===== config.mk =====
export PLATFORM = sky130hd
export DESIGN_NAME = assil_core
export DESIGN_NICKNAME = d
export VERILOG_FILES = /design/src/include/assil_pkg.sv /design/src/core/assil_core.sv
export SDC_FILE = /design/constraint.sdc
export NUM_CORES = 1
export LEC_CHECK = 0
export CAP_MARGIN = 25
export CORE_UTILIZATION = 54
export DETAILED_ROUTE_END_ITERATION = 8
export DONT_BUFFER_PORTS = 1
export PLACE_DENSITY = 0.69
export SETUP_SLACK_MARGIN = 0.5
export SLEW_MARGIN = 20
export SYNTH_ARGS = -nofsm -noshare
export SYNTH_HDL_FRONTEND = slang
export SYNTH_SLANG_ARGS = --single-unit

===== constraint.sdc =====
create_clock -name core_clk -period 6.7 [get_ports core_clk]
set_input_delay 0.335 -clock core_clk [delete_from_list [all_inputs] [get_ports core_clk]]
set_output_delay 0.335 -clock core_clk [all_outputs]
set_load 0.05 [all_outputs]

===== src/include/assil_pkg.sv =====
// shared constants and types for the serial status and interrupt block
package assil_pkg;

	// ****************************************
	// register offsets
	// ****************************************
	localparam logic [9:0] OFF_DATA = 10'h3F8;
	localparam logic [9:0] OFF_IE = 10'h3F9;
	localparam logic [9:0] OFF_IDENT = 10'h3FA;
	localparam logic [9:0] OFF_FORMAT = 10'h3FB;
	localparam logic [9:0] OFF_MODEM = 10'h3FC;
	localparam logic [9:0] OFF_LINE = 10'h3FD;
	localparam logic [9:0] OFF_MSTAT = 10'h3FE;

	// ****************************************
	// reset values and identification codes
	// ****************************************
	localparam logic [3:0] IE_RESET = 4'h0;
	localparam logic [4:0] MODEM_RESET = 5'h00;
	localparam logic [4:0] FORMAT_RESET = 5'h03;
	localparam logic [2:0] ID_NONE = 3'h1;
	localparam logic [2:0] ID_LINE = 3'h6;
	localparam logic [2:0] ID_DATA = 3'h4;
	localparam logic [2:0] ID_TX_HOLD_EMPTY_FLAG = 3'h2;
	localparam logic [2:0] ID_MODEM = 3'h0;

	// ****************************************
	// enable bit positions
	// ****************************************
	localparam int IE_DATA_BIT = 0;
	localparam int IE_TX_HOLD_EMPTY_FLAG_BIT = 1;
	localparam int IE_LINE_BIT = 2;
	localparam int IE_MODEM_BIT = 3;

	// ****************************************
	// timing
	// ****************************************
	localparam int CLK_HZ = 125000000;
	localparam int BAUD_HZ = 115200;
	localparam int OVERSAMPLE = 16;
	localparam int TICK_CYCLES = CLK_HZ / (BAUD_HZ * OVERSAMPLE);
	localparam logic [6:0] TICK_LAST = 7'(TICK_CYCLES - 1);
	localparam logic [3:0] PHASE_MID = 4'h7;
	localparam logic [3:0] PHASE_LAST = 4'hF;

	// ****************************************
	// carriers
	// ****************************************
	typedef struct packed {
		logic zero;
		logic tx_shifter_empty_flag;
		logic tx_hold_empty_flag;
		logic line_break_flag;
		logic stop_bit_error_flag;
		logic parity_mismatch_flag;
		logic overrun_flag;
		logic rx_char_ready;
	} assil_line_type;

	typedef struct packed {
		logic even_par;
		logic par_en;
		logic long_stop;
		logic [1:0] word_len;
	} assil_format_type;

	typedef struct packed {
		logic loop;
		logic aux2;
		logic aux1;
		logic rts;
		logic dtr;
	} assil_modem_type;

	typedef enum logic [2:0] {RX_IDLE, RX_START, RX_DATA, RX_PAR, RX_STOP} assil_rx_type;
	typedef enum logic [2:0] {TX_IDLE, TX_START, TX_DATA, TX_PAR, TX_STOP} assil_tx_type;

endpackage


===== src/core/assil_core.sv =====
// serial adapter status, interrupt and modem output logic
// What this block does
// - set ready flag when character lands
// - ready clears on buffer read or zero write
// - overrun flag on unread overwrite, clear on read
// - parity mismatch flag, cleared by status read
// - stop-bit error when stop sampled low
// - break flag when low beyond char time
// - error flags raise line status source
// - hold empty set on transfer, cleared on load
// - shifter empty while idle, read only
// - line state top bit reads zero
// - four priority levels, line status highest
// - identification read freezes reported code
// - ident bit zero low when pending
// - ident bits two-one encode top source
// - ident upper five bits read zero
// - each source clears on its access
// - four enables gate sources onto output
// - all enables off inhibit interrupt and ident
// - enable upper four bits read zero
// - terminal ready output inverted from bit0
// - modem control five bits, rest zero
// - other modem outputs inverted likewise
// - loopback marks output, feeds receiver
//
// Implementation choice: strobed register access.
`timescale 1ns/1ps
`default_nettype none
module assil_core
	import assil_pkg::*;
(
	// clock and reset
	input wire logic core_clk,
	input wire logic rst,
	// register port
	input wire logic [9:0] addr,
	input wire logic [7:0] wdata,
	input wire logic wr,
	input wire logic rd,
	output logic [7:0] rdata,
	// serial line
	output logic serial_tx_line,
	input wire logic serial_rx_line,
	// modem side
	output logic dtr_n,
	output logic rts_n,
	output logic aux1_n,
	output logic aux2_n,
	input wire logic modem_change,
	output logic modem_status_rd,
	// interrupt
	output logic irq_out
);

	// ****************************************
	// helpers
	// ****************************************
	function automatic logic [3:0] data_bits(input logic [1:0] wl);
		data_bits = 4'd5 + {2'b00, wl};
	endfunction

	function automatic logic par_of(input logic [7:0] d, input logic [1:0] wl, input logic even);
		logic [7:0] m;
		m = d & (8'hFF >> (3'd3 - {1'b0, wl}));
		par_of = even ? ^m : ~^m;
	endfunction

	// ****************************************
	// state
	// ****************************************
	assil_line_type line_state;
	assil_format_type fmt;
	assil_modem_type modem_output_control;
	logic [3:0] interrupt_enable;
	logic [7:0] rx_buffer_reg;
	logic [7:0] tx_hold_reg;
	logic tx_hold_empty_flag_int;
	logic [6:0] tick_cnt;
	logic baud_tick;
	assil_rx_type rx_state;
	logic [3:0] rx_ph;
	logic [2:0] rx_idx;
	logic [7:0] rx_data;
	logic rx_par;
	logic [7:0] low_cnt;
	assil_tx_type tx_state;
	logic [5:0] tx_ph;
	logic [2:0] tx_idx;
	logic [7:0] tx_shift;
	logic tx_bit;

	// ****************************************
	// register decode
	// ****************************************
	wire rd_rbr = rd && addr == OFF_DATA;
	wire wr_thr = wr && addr == OFF_DATA;
	wire wr_ie = wr && addr == OFF_IE;
	wire rd_iir = rd && addr == OFF_IDENT;
	wire wr_fmt = wr && addr == OFF_FORMAT;
	wire wr_mcr = wr && addr == OFF_MODEM;
	wire rd_lsr = rd && addr == OFF_LINE;
	wire wr_lsr = wr && addr == OFF_LINE;
	assign modem_status_rd = rd && addr == OFF_MSTAT;

	// ****************************************
	// baud tick divider
	// ****************************************
	assign baud_tick = tick_cnt == TICK_LAST;
	always_ff @(posedge core_clk) begin
		if (rst || baud_tick) begin
			tick_cnt <= 7'h00;
		end else begin
			tick_cnt <= tick_cnt + 7'h01;
		end
	end

	// ****************************************
	// receiver
	// ****************************************
	wire [3:0] nbits = data_bits(fmt.word_len);
	// loopback feeds the shifter back in
	wire rx_in = modem_output_control.loop ? tx_bit : serial_rx_line;
	wire rx_done = rx_state == RX_STOP && baud_tick && rx_ph == PHASE_LAST;
	wire [7:0] char_ticks = {nbits + 4'd2 + {3'b000, fmt.par_en} + {3'b000, fmt.long_stop}, 4'h0};
	// low for longer than a whole character
	wire bi_evt = baud_tick && !rx_in && low_cnt == char_ticks;

	always_ff @(posedge core_clk) begin
		if (rst) begin
			rx_state <= RX_IDLE;
			rx_ph <= 4'h0;
			rx_idx <= 3'h0;
			rx_data <= 8'h00;
			rx_par <= 1'b0;
		end else if (baud_tick) begin
			rx_ph <= rx_ph + 4'h1;
			case (rx_state)
				RX_IDLE: begin
					rx_ph <= 4'h0;
					// only a fresh fall starts a frame, so a long break gives one character, not a train
					if (!rx_in && low_cnt == 8'h00) begin
						rx_state <= RX_START;
					end
				end
				RX_START: begin
					if (rx_ph == PHASE_MID) begin
						rx_ph <= 4'h0;
						rx_idx <= 3'h0;
						rx_data <= 8'h00;
						rx_state <= rx_in ? RX_IDLE : RX_DATA;
					end
				end
				RX_DATA: begin
					if (rx_ph == PHASE_LAST) begin
						rx_data[rx_idx] <= rx_in;
						rx_idx <= rx_idx + 3'h1;
						if ({1'b0, rx_idx} == nbits - 4'd1) begin
							rx_state <= fmt.par_en ? RX_PAR : RX_STOP;
						end
					end
				end
				RX_PAR: begin
					if (rx_ph == PHASE_LAST) begin
						rx_par <= rx_in;
						rx_state <= RX_STOP;
					end
				end
				RX_STOP: begin
					if (rx_ph == PHASE_LAST) begin
						rx_state <= RX_IDLE;
					end
				end
				default: rx_state <= RX_IDLE;
			endcase
		end
	end

	// break counter saturates so the flag is raised once per low stretch
	always_ff @(posedge core_clk) begin
		if (rst || rx_in) begin
			low_cnt <= 8'h00;
		end else if (baud_tick && low_cnt != 8'hFF) begin
			low_cnt <= low_cnt + 8'h01;
		end
	end

	always_ff @(posedge core_clk) begin
		if (rst) begin
			rx_buffer_reg <= 8'h00;
		end else if (rx_done) begin
			rx_buffer_reg <= rx_data;
		end
	end

	// ****************************************
	// transmitter
	// ****************************************
	// hold write wins the cycle, the shifter takes the char one later
	wire tx_take = tx_state == TX_IDLE && !line_state.tx_hold_empty_flag && !wr_thr;
	wire [5:0] stop_ticks = !fmt.long_stop ? 6'd16 : (fmt.word_len == 2'b00 ? 6'd24 : 6'd32);

	always_ff @(posedge core_clk) begin
		if (rst) begin
			tx_state <= TX_IDLE;
			tx_ph <= 6'h00;
			tx_idx <= 3'h0;
			tx_shift <= 8'h00;
		end else if (tx_take) begin
			tx_shift <= tx_hold_reg;
			tx_state <= TX_START;
			tx_ph <= 6'h00;
			tx_idx <= 3'h0;
		end else if (baud_tick && tx_state != TX_IDLE) begin
			tx_ph <= tx_ph + 6'h01;
			if (tx_state == TX_STOP) begin
				if (tx_ph == stop_ticks - 6'd1) begin
					tx_state <= TX_IDLE;
				end
			end else if (tx_ph[3:0] == PHASE_LAST) begin
				tx_ph <= 6'h00;
				case (tx_state)
					TX_START: tx_state <= TX_DATA;
					TX_DATA: begin
						tx_idx <= tx_idx + 3'h1;
						if ({1'b0, tx_idx} == nbits - 4'd1) begin
							tx_state <= fmt.par_en ? TX_PAR : TX_STOP;
						end
					end
					default: tx_state <= TX_STOP;
				endcase
			end
		end
	end

	always_comb begin
		case (tx_state)
			TX_START: tx_bit = 1'b0;
			TX_DATA: tx_bit = tx_shift[tx_idx];
			TX_PAR: tx_bit = par_of(tx_shift, fmt.word_len, fmt.even_par);
			default: tx_bit = 1'b1;
		endcase
	end

	// line held at marking during loopback
	always_ff @(posedge core_clk) begin
		if (rst) begin
			serial_tx_line <= 1'b1;
		end else begin
			serial_tx_line <= modem_output_control.loop | tx_bit;
		end
	end

	always_ff @(posedge core_clk) begin
		if (rst) begin
			tx_hold_reg <= 8'h00;
		end else if (wr_thr) begin
			tx_hold_reg <= wdata;
		end
	end

	// ****************************************
	// line state flags
	// ****************************************
	wire rx_pe = fmt.par_en && rx_par != par_of(rx_data, fmt.word_len, fmt.even_par);

	always_ff @(posedge core_clk) begin
		if (rst) begin
			line_state <= '0;
		end else begin
			// new character sets ready; read or zero write clears
			if (rx_done) begin
				line_state.rx_char_ready <= 1'b1;
			end else if (rd_rbr || (wr_lsr && !wdata[0])) begin
				line_state.rx_char_ready <= 1'b0;
			end
			if (rx_done && line_state.rx_char_ready) begin
				line_state.overrun_flag <= 1'b1;
			end else if (rd_lsr) begin
				line_state.overrun_flag <= 1'b0;
			end
			if (rx_done && rx_pe) begin
				line_state.parity_mismatch_flag <= 1'b1;
			end else if (rd_lsr) begin
				line_state.parity_mismatch_flag <= 1'b0;
			end
			if (rx_done && !rx_in) begin
				line_state.stop_bit_error_flag <= 1'b1;
			end else if (rd_lsr) begin
				line_state.stop_bit_error_flag <= 1'b0;
			end
			// break flag set by long spacing
			if (bi_evt) begin
				line_state.line_break_flag <= 1'b1;
			end else if (rd_lsr) begin
				line_state.line_break_flag <= 1'b0;
			end
			// set on transfer, cleared on load
			if (wr_thr) begin
				line_state.tx_hold_empty_flag <= 1'b0;
			end else if (tx_take) begin
				line_state.tx_hold_empty_flag <= 1'b1;
			end
		end
		if (rst) begin
			line_state.tx_hold_empty_flag <= 1'b1;
		end
	end

	logic line_state_shifter;
	assign line_state_shifter = tx_state == TX_IDLE;

	// ****************************************
	// interrupt sources and identification
	// ****************************************
	// any error flag raises line status
	wire src_line = line_state.overrun_flag | line_state.parity_mismatch_flag
		| line_state.stop_bit_error_flag | line_state.line_break_flag;
	wire pend_line = interrupt_enable[IE_LINE_BIT] & src_line;
	wire pend_data = interrupt_enable[IE_DATA_BIT] & line_state.rx_char_ready;
	wire pend_tx_hold_empty_flag = interrupt_enable[IE_TX_HOLD_EMPTY_FLAG_BIT] & tx_hold_empty_flag_int;
	wire pend_modem = interrupt_enable[IE_MODEM_BIT] & modem_change;
	// all enables off gives no pending source
	wire any_pend = pend_line | pend_data | pend_tx_hold_empty_flag | pend_modem;
	// fixed priority; bit0 low when pending; source code
	wire [2:0] id_code = pend_line ? ID_LINE : pend_data ? ID_DATA : pend_tx_hold_empty_flag ? ID_TX_HOLD_EMPTY_FLAG
		: pend_modem ? ID_MODEM : ID_NONE;

	// transmit source cleared by its reporting read or a load
	always_ff @(posedge core_clk) begin
		if (rst) begin
			tx_hold_empty_flag_int <= 1'b0;
		end else if (tx_take) begin
			tx_hold_empty_flag_int <= 1'b1;
		end else if (wr_thr || (rd_iir && id_code == ID_TX_HOLD_EMPTY_FLAG)) begin
			tx_hold_empty_flag_int <= 1'b0;
		end
	end

	always_ff @(posedge core_clk) begin
		if (rst) begin
			irq_out <= 1'b0;
		end else begin
			irq_out <= any_pend;
		end
	end

	// ****************************************
	// control registers and modem outputs
	// ****************************************
	always_ff @(posedge core_clk) begin
		if (rst) begin
			interrupt_enable <= IE_RESET;
			modem_output_control <= MODEM_RESET;
			fmt <= FORMAT_RESET;
		end else begin
			if (wr_ie) begin
				interrupt_enable <= wdata[3:0];
			end
			if (wr_mcr) begin
				modem_output_control <= wdata[4:0];
			end
			if (wr_fmt) begin
				fmt <= wdata[4:0];
			end
		end
	end

	assign dtr_n = ~modem_output_control.dtr;
	assign rts_n = ~modem_output_control.rts;
	assign aux1_n = ~modem_output_control.aux1;
	assign aux2_n = ~modem_output_control.aux2;

	// ****************************************
	// read data
	// ****************************************
	// top bit zero; shifter bit read only
	wire [7:0] lsr_view = {1'b0, line_state_shifter, line_state[5:0]};
	// code frozen into read data in the read cycle; zero fill
	wire [7:0] read_value = rd_rbr ? rx_buffer_reg : rd && addr == OFF_IE ? {4'h0, interrupt_enable}
		: rd_iir ? {5'h00, id_code} : rd && addr == OFF_FORMAT ? {3'h0, fmt}
		: rd && addr == OFF_MODEM ? {3'h0, modem_output_control} : rd_lsr ? lsr_view : 8'h00;

	always_ff @(posedge core_clk) begin
		if (rst) begin
			rdata <= 8'h00;
		end else begin
			rdata <= read_value;
		end
	end
endmodule
`default_nettype wire


# Word level (Yosys, flattened, before mapping)
# Index checks and enable logic that the tools add are counted.
[classes]
add_sub_neg = 13
magnitude_cmp = 3
n_eq_ne = 36
n_shift = 1
n_mux = 59
bitwise = 18
n_reduce_logical = 63
[op_table]
columns = ["op", "n"]
rows = [
  ["$eq 10x10->1 const B", 7],
  ["$mux 3", 15],
  ["$mux 7", 5],
  ["$mux 6", 5],
  ["$logic_and 1x1->1", 28],
  ["$mux 8", 3],
  ["$mux 1", 19],
  ["$reduce_bool 2->1", 9],
  ["$and 8x8->8", 2],
  ["$pmux 8 s2", 1],
  ["$reduce_and 4->1", 4],
  ["$reduce_xnor 8->1", 2],
  ["$reduce_xor 8->1", 2],
  ["$eq 3x2->1 const B", 5],
  ["$pmux 3 s5", 1],
  ["$pmux 3 s2", 2],
  ["$ne 2x2->1 const B", 5],
  ["$reduce_bool 3->1", 3],
  ["$add 4x1->4", 2],
  ["$add 8x1->8 const B", 1],
  ["$bwmux 8", 1],
  ["$eq 3x4->1", 2],
  ["$eq 4x4->1 const B", 2],
  ["$eq 8x8->1", 1],
  ["40 further kinds", 66],
]
[totals]
ff_bits = 101
input_bits = 24
output_inout_bits = 15
wordCells = 227

# Logic depth before layout (Yosys ltp)
# Gate-level depths: netlist of run 1.
[depth]
ltp_word = 12
mapped_depth = 10
mapped_depth_nobuf = 8

# Least setup slack after synthesis of run 1
# OpenSTA, ideal clock, no wires.
[synth_path]
path_kind = "reg-to-reg"
start = "register fmt[0] (netlist bit)"
end = "register rx_data[4]"
setup_time_ns = 0.087
arrival_time_ns = 2.361
t_required_ns = 6.613
path_slack_ns = 4.252
path_stages_with_launch = 9
n_path_buf = 0
synth_period_minus_slack_ns = 2.448
cell_sequence = "dfxtp_1 -> inv_1 -> ha_1 -> nand2b_1 -> xnor2_1 -> xnor3_1 -> o211a_1 -> or4_4 -> o31ai_1"
[synth_via]
elab_chain_cells = 10
word_cells_on_any_way = 11
classes_between = "add/sub (1); shift (1); mux (6); bitwise (1); reduce/logical (2)"
[synth_rtl]
columns = ["item", "line_no", "rtl"]
rows = [
  ["start, declared", "assil_core.sv:73", "assil_format_type fmt;"],
  ["start signal, assigned", "assil_core.sv:364", "fmt <= wdata[4:0];"],
  ["$sub 2x2->3 *", "assil_core.sv:65", "m = d & (8'hFF >> (3'd3 - {1'b0, wl}));"],
  ["$shr 8x3->8 *", "assil_core.sv:65", ""],
  ["$and 8x8->8 *", "assil_core.sv:65", ""],
  ["$reduce_xnor 8->1 or $reduce_xor 8->1 (tied branches)", "assil_core.sv:66", "par_of = even ? ^m : ~^m;"],
  ["$mux 1 *", "assil_core.sv:66", ""],
  ["$pmux 1 s3 *", "assil_core.sv:237", "case (tx_state)"],
  ["$mux 1 *", "assil_core.sv:123", "wire rx_in = modem_output_control.loop ? tx_bit : serial_rx_line;"],
  ["$bwmux 8 *", "assil_core.sv:156", "rx_data[rx_idx] <= rx_in;"],
  ["$mux 8 *", "assil_core.sv:155", "if (rx_ph == PHASE_LAST) begin"],
  ["$pmux 8 s2 *", "assil_core.sv:138", "case (rx_state)"],
  ["end signal, assigned by index", "assil_core.sv:156", ""],
  ["end, declared", "assil_core.sv:84", "logic [7:0] rx_data;"],
]
# Every way passes the cells marked *; elsewhere a longest branch is shown, timed or not. The select of a mux whose other input is x is not followed.
# A chain may end at the register's enable or synchronous reset.

# Final worst setup path of run 1
[layout_path]
start = "register fmt[0] (netlist bit)"
end = "register rx_data[1]"
# The elaborated chain is that of the path after synthesis.

==> flow_summary.toml, run 1 <==
[setup_path]
critical_path.top_delay_family = "compound AO/OA/AOI/OAI gates"
critPathCaptureType = "flop"
setup.worst_path.class = "flop to flop"
ff2ff_setup_slack_ps = 3920
worst-path-max-fanout = 8
path_cells = "inv_1 -> ha_1 -> nand2b_1 -> xnor2_1 -> xnor3_1 -> o211ai_1 -> o21ai_0 -> o41ai_1"
critPathBufInv = 1
required_ps = 6960
cp_slowest_cell = "dfxtp_1"
worst_ep_arrival_time_ps = 3030
max_stage_delay_ps = 530
start_kind = "flop"

[clocking]
cts_tree = "done"
cts_sinks = 101
hold_buffers = 0
clkTransAtPathRegs_ps = 90
cts_root_buf = "clkbuf_8"
h-tree-depth = 3
clk_latency_ps = 360
cts_setup_buffers = 0
numCtsBuffers = 9
cts_resized = 0
cts_buffer_depth = 2

[final_layout]
final_cell_mix = "dfxtp_1 (101), nor2_1 (78), nand2_1 (43)"
drive_gt1_share_pct = 5.48
nFillCells = 836
final_area_um2 = 5250
instances_no_fill = 674
synthToLayoutAreaGrowth_pct = 3.71
layout_commonest_cell = "dfxtp_1"
final_nets = 600
antenna_cells = 0

[timing]
period_needed_ps = 2780
setup_viol = 0
fmax_mhz = 360
whs_ps = 37.0
slew_violations = 0
finClkSkew_ps = 8.92
fin_crit_sh_pct = 41.4
rsz0062_at_grt = "no"
setup_tns_ps = 0
max-slew-margin-rel_pct = 35.4
worst_pin_slew_ps = 961
hold_viol_final = 0

[hold_path]
min_path_type = "input port to flop"

[grt]
grt_pass1_wl_um = 18900
grt_max_degree = 71
grt_pass1_vias = 3787
gr-total-overflow = 0
track_usage_pct = 24.3
antenna_found_initial = 0

[floorplan]
dieArea_um2 = 9770
start_util_pct = 56.9
die_w_um = 98.8
core-area_um2 = 8890
fp.dieH_um = 98.8
io_pins = 39
row_count = 34

[placed_design]
place_congestion = 0.898
dpl.hpwl_um = 8270
place_inst = 659
port_buffers = 0
postPlaceCellArea_um2 = 5060

[routing]
post_drt_wl_per_cell_um = 16.9
first_pass_iters = 4
via_count = 4052
viasPerCell = 6.01
drtIter0Drc = 176
drc_errors = 0
drt.antenna.violating_nets = 0
postRouteWirelength_um = 11400

[logic_synthesis]
syn_area_per_cell_um2 = 8.70
syn-cell-area_um2 = 5060
synth-seq-cells = 101
synth_top_area_share_pct = 39.9
seq_area_frac_synth_pct = 39.9
yosysTopAreaCell = "dfxtp_1"
synth_edf_count = 0
yosys_warnings = 0
yosys_most_used_dff = "dfxtp_1"
ys_types = 65
syn_nets = 620
synthTopCellsByArea = "dfxtp_1 (40%), mux2i_1 (6.9%), nor2_1 (5.8%)"
syn-instance-count = 582
async_flop_share_pct = 0

[pwr]
power_mw = 1.00
power_density_nw_per_um2 = 190
cellLeakagePower_nw = 1.95
vdd_ir_drop_max_uv = 113

[run]
drv_cap = 0

[outcome]
status = "complete, no violations"
-- synthesized netlist by cell type, types with 3 or more instances --
cell	instances
dfxtp_1	101
nor2_1	78
nand2_1	43
mux2i_1	35
a21oi_1	30
clkbuf_1	26
xnor2_1	26
inv_1	23
nor3_1	19
nand3_1	17
o21ai_0	16
xor2_1	15
ha_1	13
and3_1	11
a22o_1	9
nand4_1	9
nand2b_1	7
o211ai_1	7
a211oi_1	6
a22oi_1	6
nor2b_1	5
nor4_1	5
o31ai_1	5
or3_1	4
a21o_1	3
a31oi_1	3
mux2_2	3
nand3b_1	3
o311ai_2	3
o41ai_1	3
or4_4	3
-- metrics by stage --
stage	utilization (%)	setup WS, ps
CTS	59.0	3930
detailed placement	56.9	3960
floorplan	-	4250
global route	59.0	3760
finish	59.0	3920
global placement	56.9	4100
-- worst paths after layout --
| kind | from | to | depth (start not counted) |
|---|---|---|---|
| hold / removal | rst | rx_ph[3]$_SDFFE_PP0N_ | 1 |
| setup reg to reg | fmt[0]$_SDFFE_PP1P_ | rx_data[1]$_SDFFE_PP0P_ | 8 |
| setup / recovery | fmt[0]$_SDFFE_PP1P_ | rx_data[1]$_SDFFE_PP0P_ | 8 |
| hold reg to reg | tick_cnt[0]$_SDFF_PP0_ | tick_cnt[0]$_SDFF_PP0_ | 1 |
-- cell type report --
class                           instances  area (um^2)  share of cell area (%)
Clock inverter                          6         63.8                    1.22
Clock buffer                            9          124                    2.36
Sequential cell                       101         2020                    38.5
Inverter                               24         90.1                    1.72
Tap cell                              108          135                    2.57
Multi-Input combinational cell        425         2810                    53.5
Timing Repair Buffer                    1         5.00                  0.0953
-- layer usage --
metal	vias to the layer above	GRT usage, %	share of wire, %
met5	-	0	0
met4	0	6.89	1.2
met3	16	4.68	5.3
met2	100	40.3	47
met1	1915	32.3	47
li1	2021	-	-
-- where the power goes --
| part | switching [mW] | internal (mW) | leakage [nW] |
|---|---|---|---|
| registers | 0.00333 | 0.602 | 0.814 |
| clock network | 0.208 | 0.171 | 0.0915 |
| logic | 0.0110 | 0.00563 | 1.04 |
-- cells by family after synthesis --
kind of cell / Yosys count / synth area share [%]
xor gates and xnor gates: 42 / 7.54
muxes: 39 / 8.03
buffers and inverters: 56 / 4.55
AOI/OAI and AO/OA: 112 / 15.5
DFF: 101 / 39.9
adders and majority gates: 14 / 3.61
and+or+nand+nor: 218 / 20.8
-- worst reg2reg max path, delay by kind of cell (launching register included) --
| family | cells | cell delay, ps |
|---|---|---|
| buffers and inverters | 1 | 140 |
| adders and majority gates | 1 | 270 |
| AOI/OAI and AO/OA | 3 | 980 |
| and+or+nand+nor | 1 | 170 |
| xor gates and xnor gates | 2 | 590 |
| DFF | 1 | 530 |
Note: power is estimated with default switching activity, not from simulation.
==> run 2: changes to the inputs <==
--- a/config.mk
+++ b/config.mk
@@ -9,7 +9,7 @@
 export CORE_UTILIZATION = 54
 export DETAILED_ROUTE_END_ITERATION = 8
 export DONT_BUFFER_PORTS = 1
-export PLACE_DENSITY = 0.69
+export PLACE_DENSITY = 0.72
 export SETUP_SLACK_MARGIN = 0.5
 export SLEW_MARGIN = 20
 export SYNTH_ARGS = -nofsm -noshare
==> constraint.sdc (replaced) <==
create_clock -name core_clk -period 2.5 [get_ports core_clk]
set_input_delay 0.125 -clock core_clk [delete_from_list [all_inputs] [get_ports core_clk]]
set_output_delay 0.125 -clock core_clk [all_outputs]
set_load 0.05 [all_outputs]
==> flow_summary.toml, run 2 (synthesis gave the netlist of run 1 again) <==
[setup_path]
worst-path-max-fanout = 4
cp_slowest_cell = "or4_4"
reg2regPathDepth = 6
r2r_end = "rx_data[4]$_SDFFE_PP0P_"
setup.worst_path.class = "flop to flop"
path_cells = "xnor2_4 -> xnor2_2 -> xnor3_1 -> o211a_1 -> or4_4 -> o31ai_1"
timing.rr.start = "tx_shift[1]$_SDFFE_PP0P_"
worst_ep_arrival_time_ps = 2510
required_ps = 2790
critPathCaptureType = "flop"
max_stage_delay_ps = 520
ff2ff_setup_slack_ps = 290
start_kind = "flop"

[floorplan]
core-area_um2 = 8890
dieArea_um2 = 9770
die_w_um = 98.8
fp.dieH_um = 98.8
io_pins = 39
row_count = 34
start_util_pct = 56.9

[pwr]
power_frac_clock_pct = 39.5
cellLeakagePower_nw = 2.34
seq_power_share_pct = 56.9
p_switching_mw = 0.682
power_density_nw_per_um2 = 459
p_int_mw = 2.16
p_sw_share_pct = 24.0
power_mw = 2.84
vdd_ir_drop_max_uv = 514
combPwrFrac_pct = 3.5

[placed_design]
place_inst = 670
place_congestion = 0.866
port_buffers = 0
dpl.hpwl_um = 8550
postPlaceCellArea_um2 = 5190

[clocking]
numCtsBuffers = 9
cts_tree = "done"
cts_sinks = 101
h-tree-depth = 3
clk_latency_ps = 380
cts_root_buf = "clkbuf_8"
clkTransAtPathRegs_ps = 100
cts_buffer_depth = 2

[grt]
track_usage_pct = 27.9
grt_pass1_vias = 4342
grt_pass1_wl_um = 21500
gr-total-overflow = 0
grt_max_degree = 67
antenna_found_initial = 0

[final_layout]
antenna_cells = 0
drive_gt1_share_pct = 22.3
synthToLayoutAreaGrowth_pct = 22.2
nFillCells = 663
layout_commonest_cell = "dfxtp_1"
final_nets = 656
final_area_um2 = 6190
final_cell_mix = "dfxtp_1 (89), nor2_1 (76), buf_4 (37)"
instances_no_fill = 731

[routing]
postRouteWirelength_um = 13200
drc_errors = 0
post_drt_wl_per_cell_um = 18.1
via_count = 4523
viasPerCell = 6.19
drtIter0Drc = 297
first_pass_iters = 5
drt.antenna.violating_nets = 0

[timing]
setup_tns_ps = 0
fmax_mhz = 451
setup_viol = 0
max-slew-margin-rel_pct = 46.2
hold_viol_final = 0
slew_violations = 0
fin_crit_sh_pct = 88.6
worst_pin_slew_ps = 800
rsz0062_at_grt = "yes"
period_needed_ps = 2210
finClkSkew_ps = 12.4

[hold_path]
min_path_cells = 2
min_path_type = "input port to flop"
min_from = "rst"
min_to = "rx_state[0]$_SDFFE_PP0P_"

[outcome]
status = "complete, no violations"

[run]
drv_cap = 0
## run 2: changes by cell type in the layout (fill, tap and decap cells not counted), moves of 6 or more
| cell | previous run | this run |
|---|---|---|
| nand2_2 | 0 | 6 |
| buf_4 | 0 | 37 |
| o21ai_0 | 16 | 10 |
| dlygate4sd3_1 | 0 | 13 |
| dfxtp_2 | 0 | 7 |
| a21oi_2 | 0 | 6 |
| nand2_1 | 43 | 36 |
| dfxtp_1 | 101 | 89 |
| xnor2_1 | 26 | 18 |
| xnor2_2 | 0 | 6 |
| a21oi_1 | 30 | 24 |
## run 2: stage by stage
step                setup slack [ps]  hold WS (ps)  util, %
floorplan                        232           217        -
global placement                 214           204     58.4
detailed placement               157           204     58.4
CTS                              325         0.752     66.5
global route                     211          3.69     69.6
finish                           285          12.1     69.6
## run 2: what timing repair did
item / in CTS / in global routing
buffers inserted: 21 / 9
endpoints found under the hold margin: 71 / 0
gates cloned: 0 / 1
endpoints found under the setup margin: 39 / 55
gates resized for setup: 43 / 46
pin swaps: 17 / 22
hold buffers: 14 / 0
## run 2: area by class of cell
class	instances	area (um^2)	area share, %
Tap cell	108	135	2.18
Clock inverter	6	78.8	1.27
Clock buffer	10	138	2.22
Inverter	24	97.6	1.58
Timing Repair Buffer	57	524	8.47
Multi-Input combinational cell	425	3160	51.1
Sequential cell	101	2050	33.1
## run 2: worst max-delay path by stage
stage | cells past startpoint | end | from
global route | 6 | rx_data[4]$_SDFFE_PP0P_ | tx_shift[6]$_SDFFE_PP0P_
global placement | 6 | rx_data[4]$_SDFFE_PP0P_ | tick_cnt[5]$_SDFF_PP0_
finish | 6 | rx_data[4]$_SDFFE_PP0P_ | tx_shift[1]$_SDFFE_PP0P_
floorplan | 7 | rx_data[1]$_SDFFE_PP0P_ | tick_cnt[5]$_SDFF_PP0_
CTS | 5 | rx_data[1]$_SDFFE_PP0P_ | tick_cnt[4]$_SDFF_PP0_
detailed placement | 8 | rx_data[3]$_SDFFE_PP0P_ | fmt[0]$_SDFFE_PP1P_
## run 2: metal layers
metal / track usage (%) / share of wire, % / routed length [um]
met5: 0 / 0 / 0
met2: 45.2 / 48 / 6350
met1: 36.6 / 44 / 5820
met3: 6.17 / 6.4 / 846
met4: 9.99 / 1.7 / 227
## run 2: critical path: cells and delay by family, from the launching register on
family           cells  cell delay, ps
XOR/XNOR             3             780
AND/OR/NAND/NOR      1             520
AO/OA/AOI/OAI        2             460
flip-flops           1             380
## run 2: power by group through the flow
stage               logic [mW]  registers [mW]  clock network [mW]
floorplan               0.0541            1.66                   0
global placement        0.0449            1.66                   0
detailed placement      0.0462            1.66                   0
CTS                     0.0959            1.62                1.14
global route             0.108            1.62                1.21
finish                   0.101            1.62                1.12
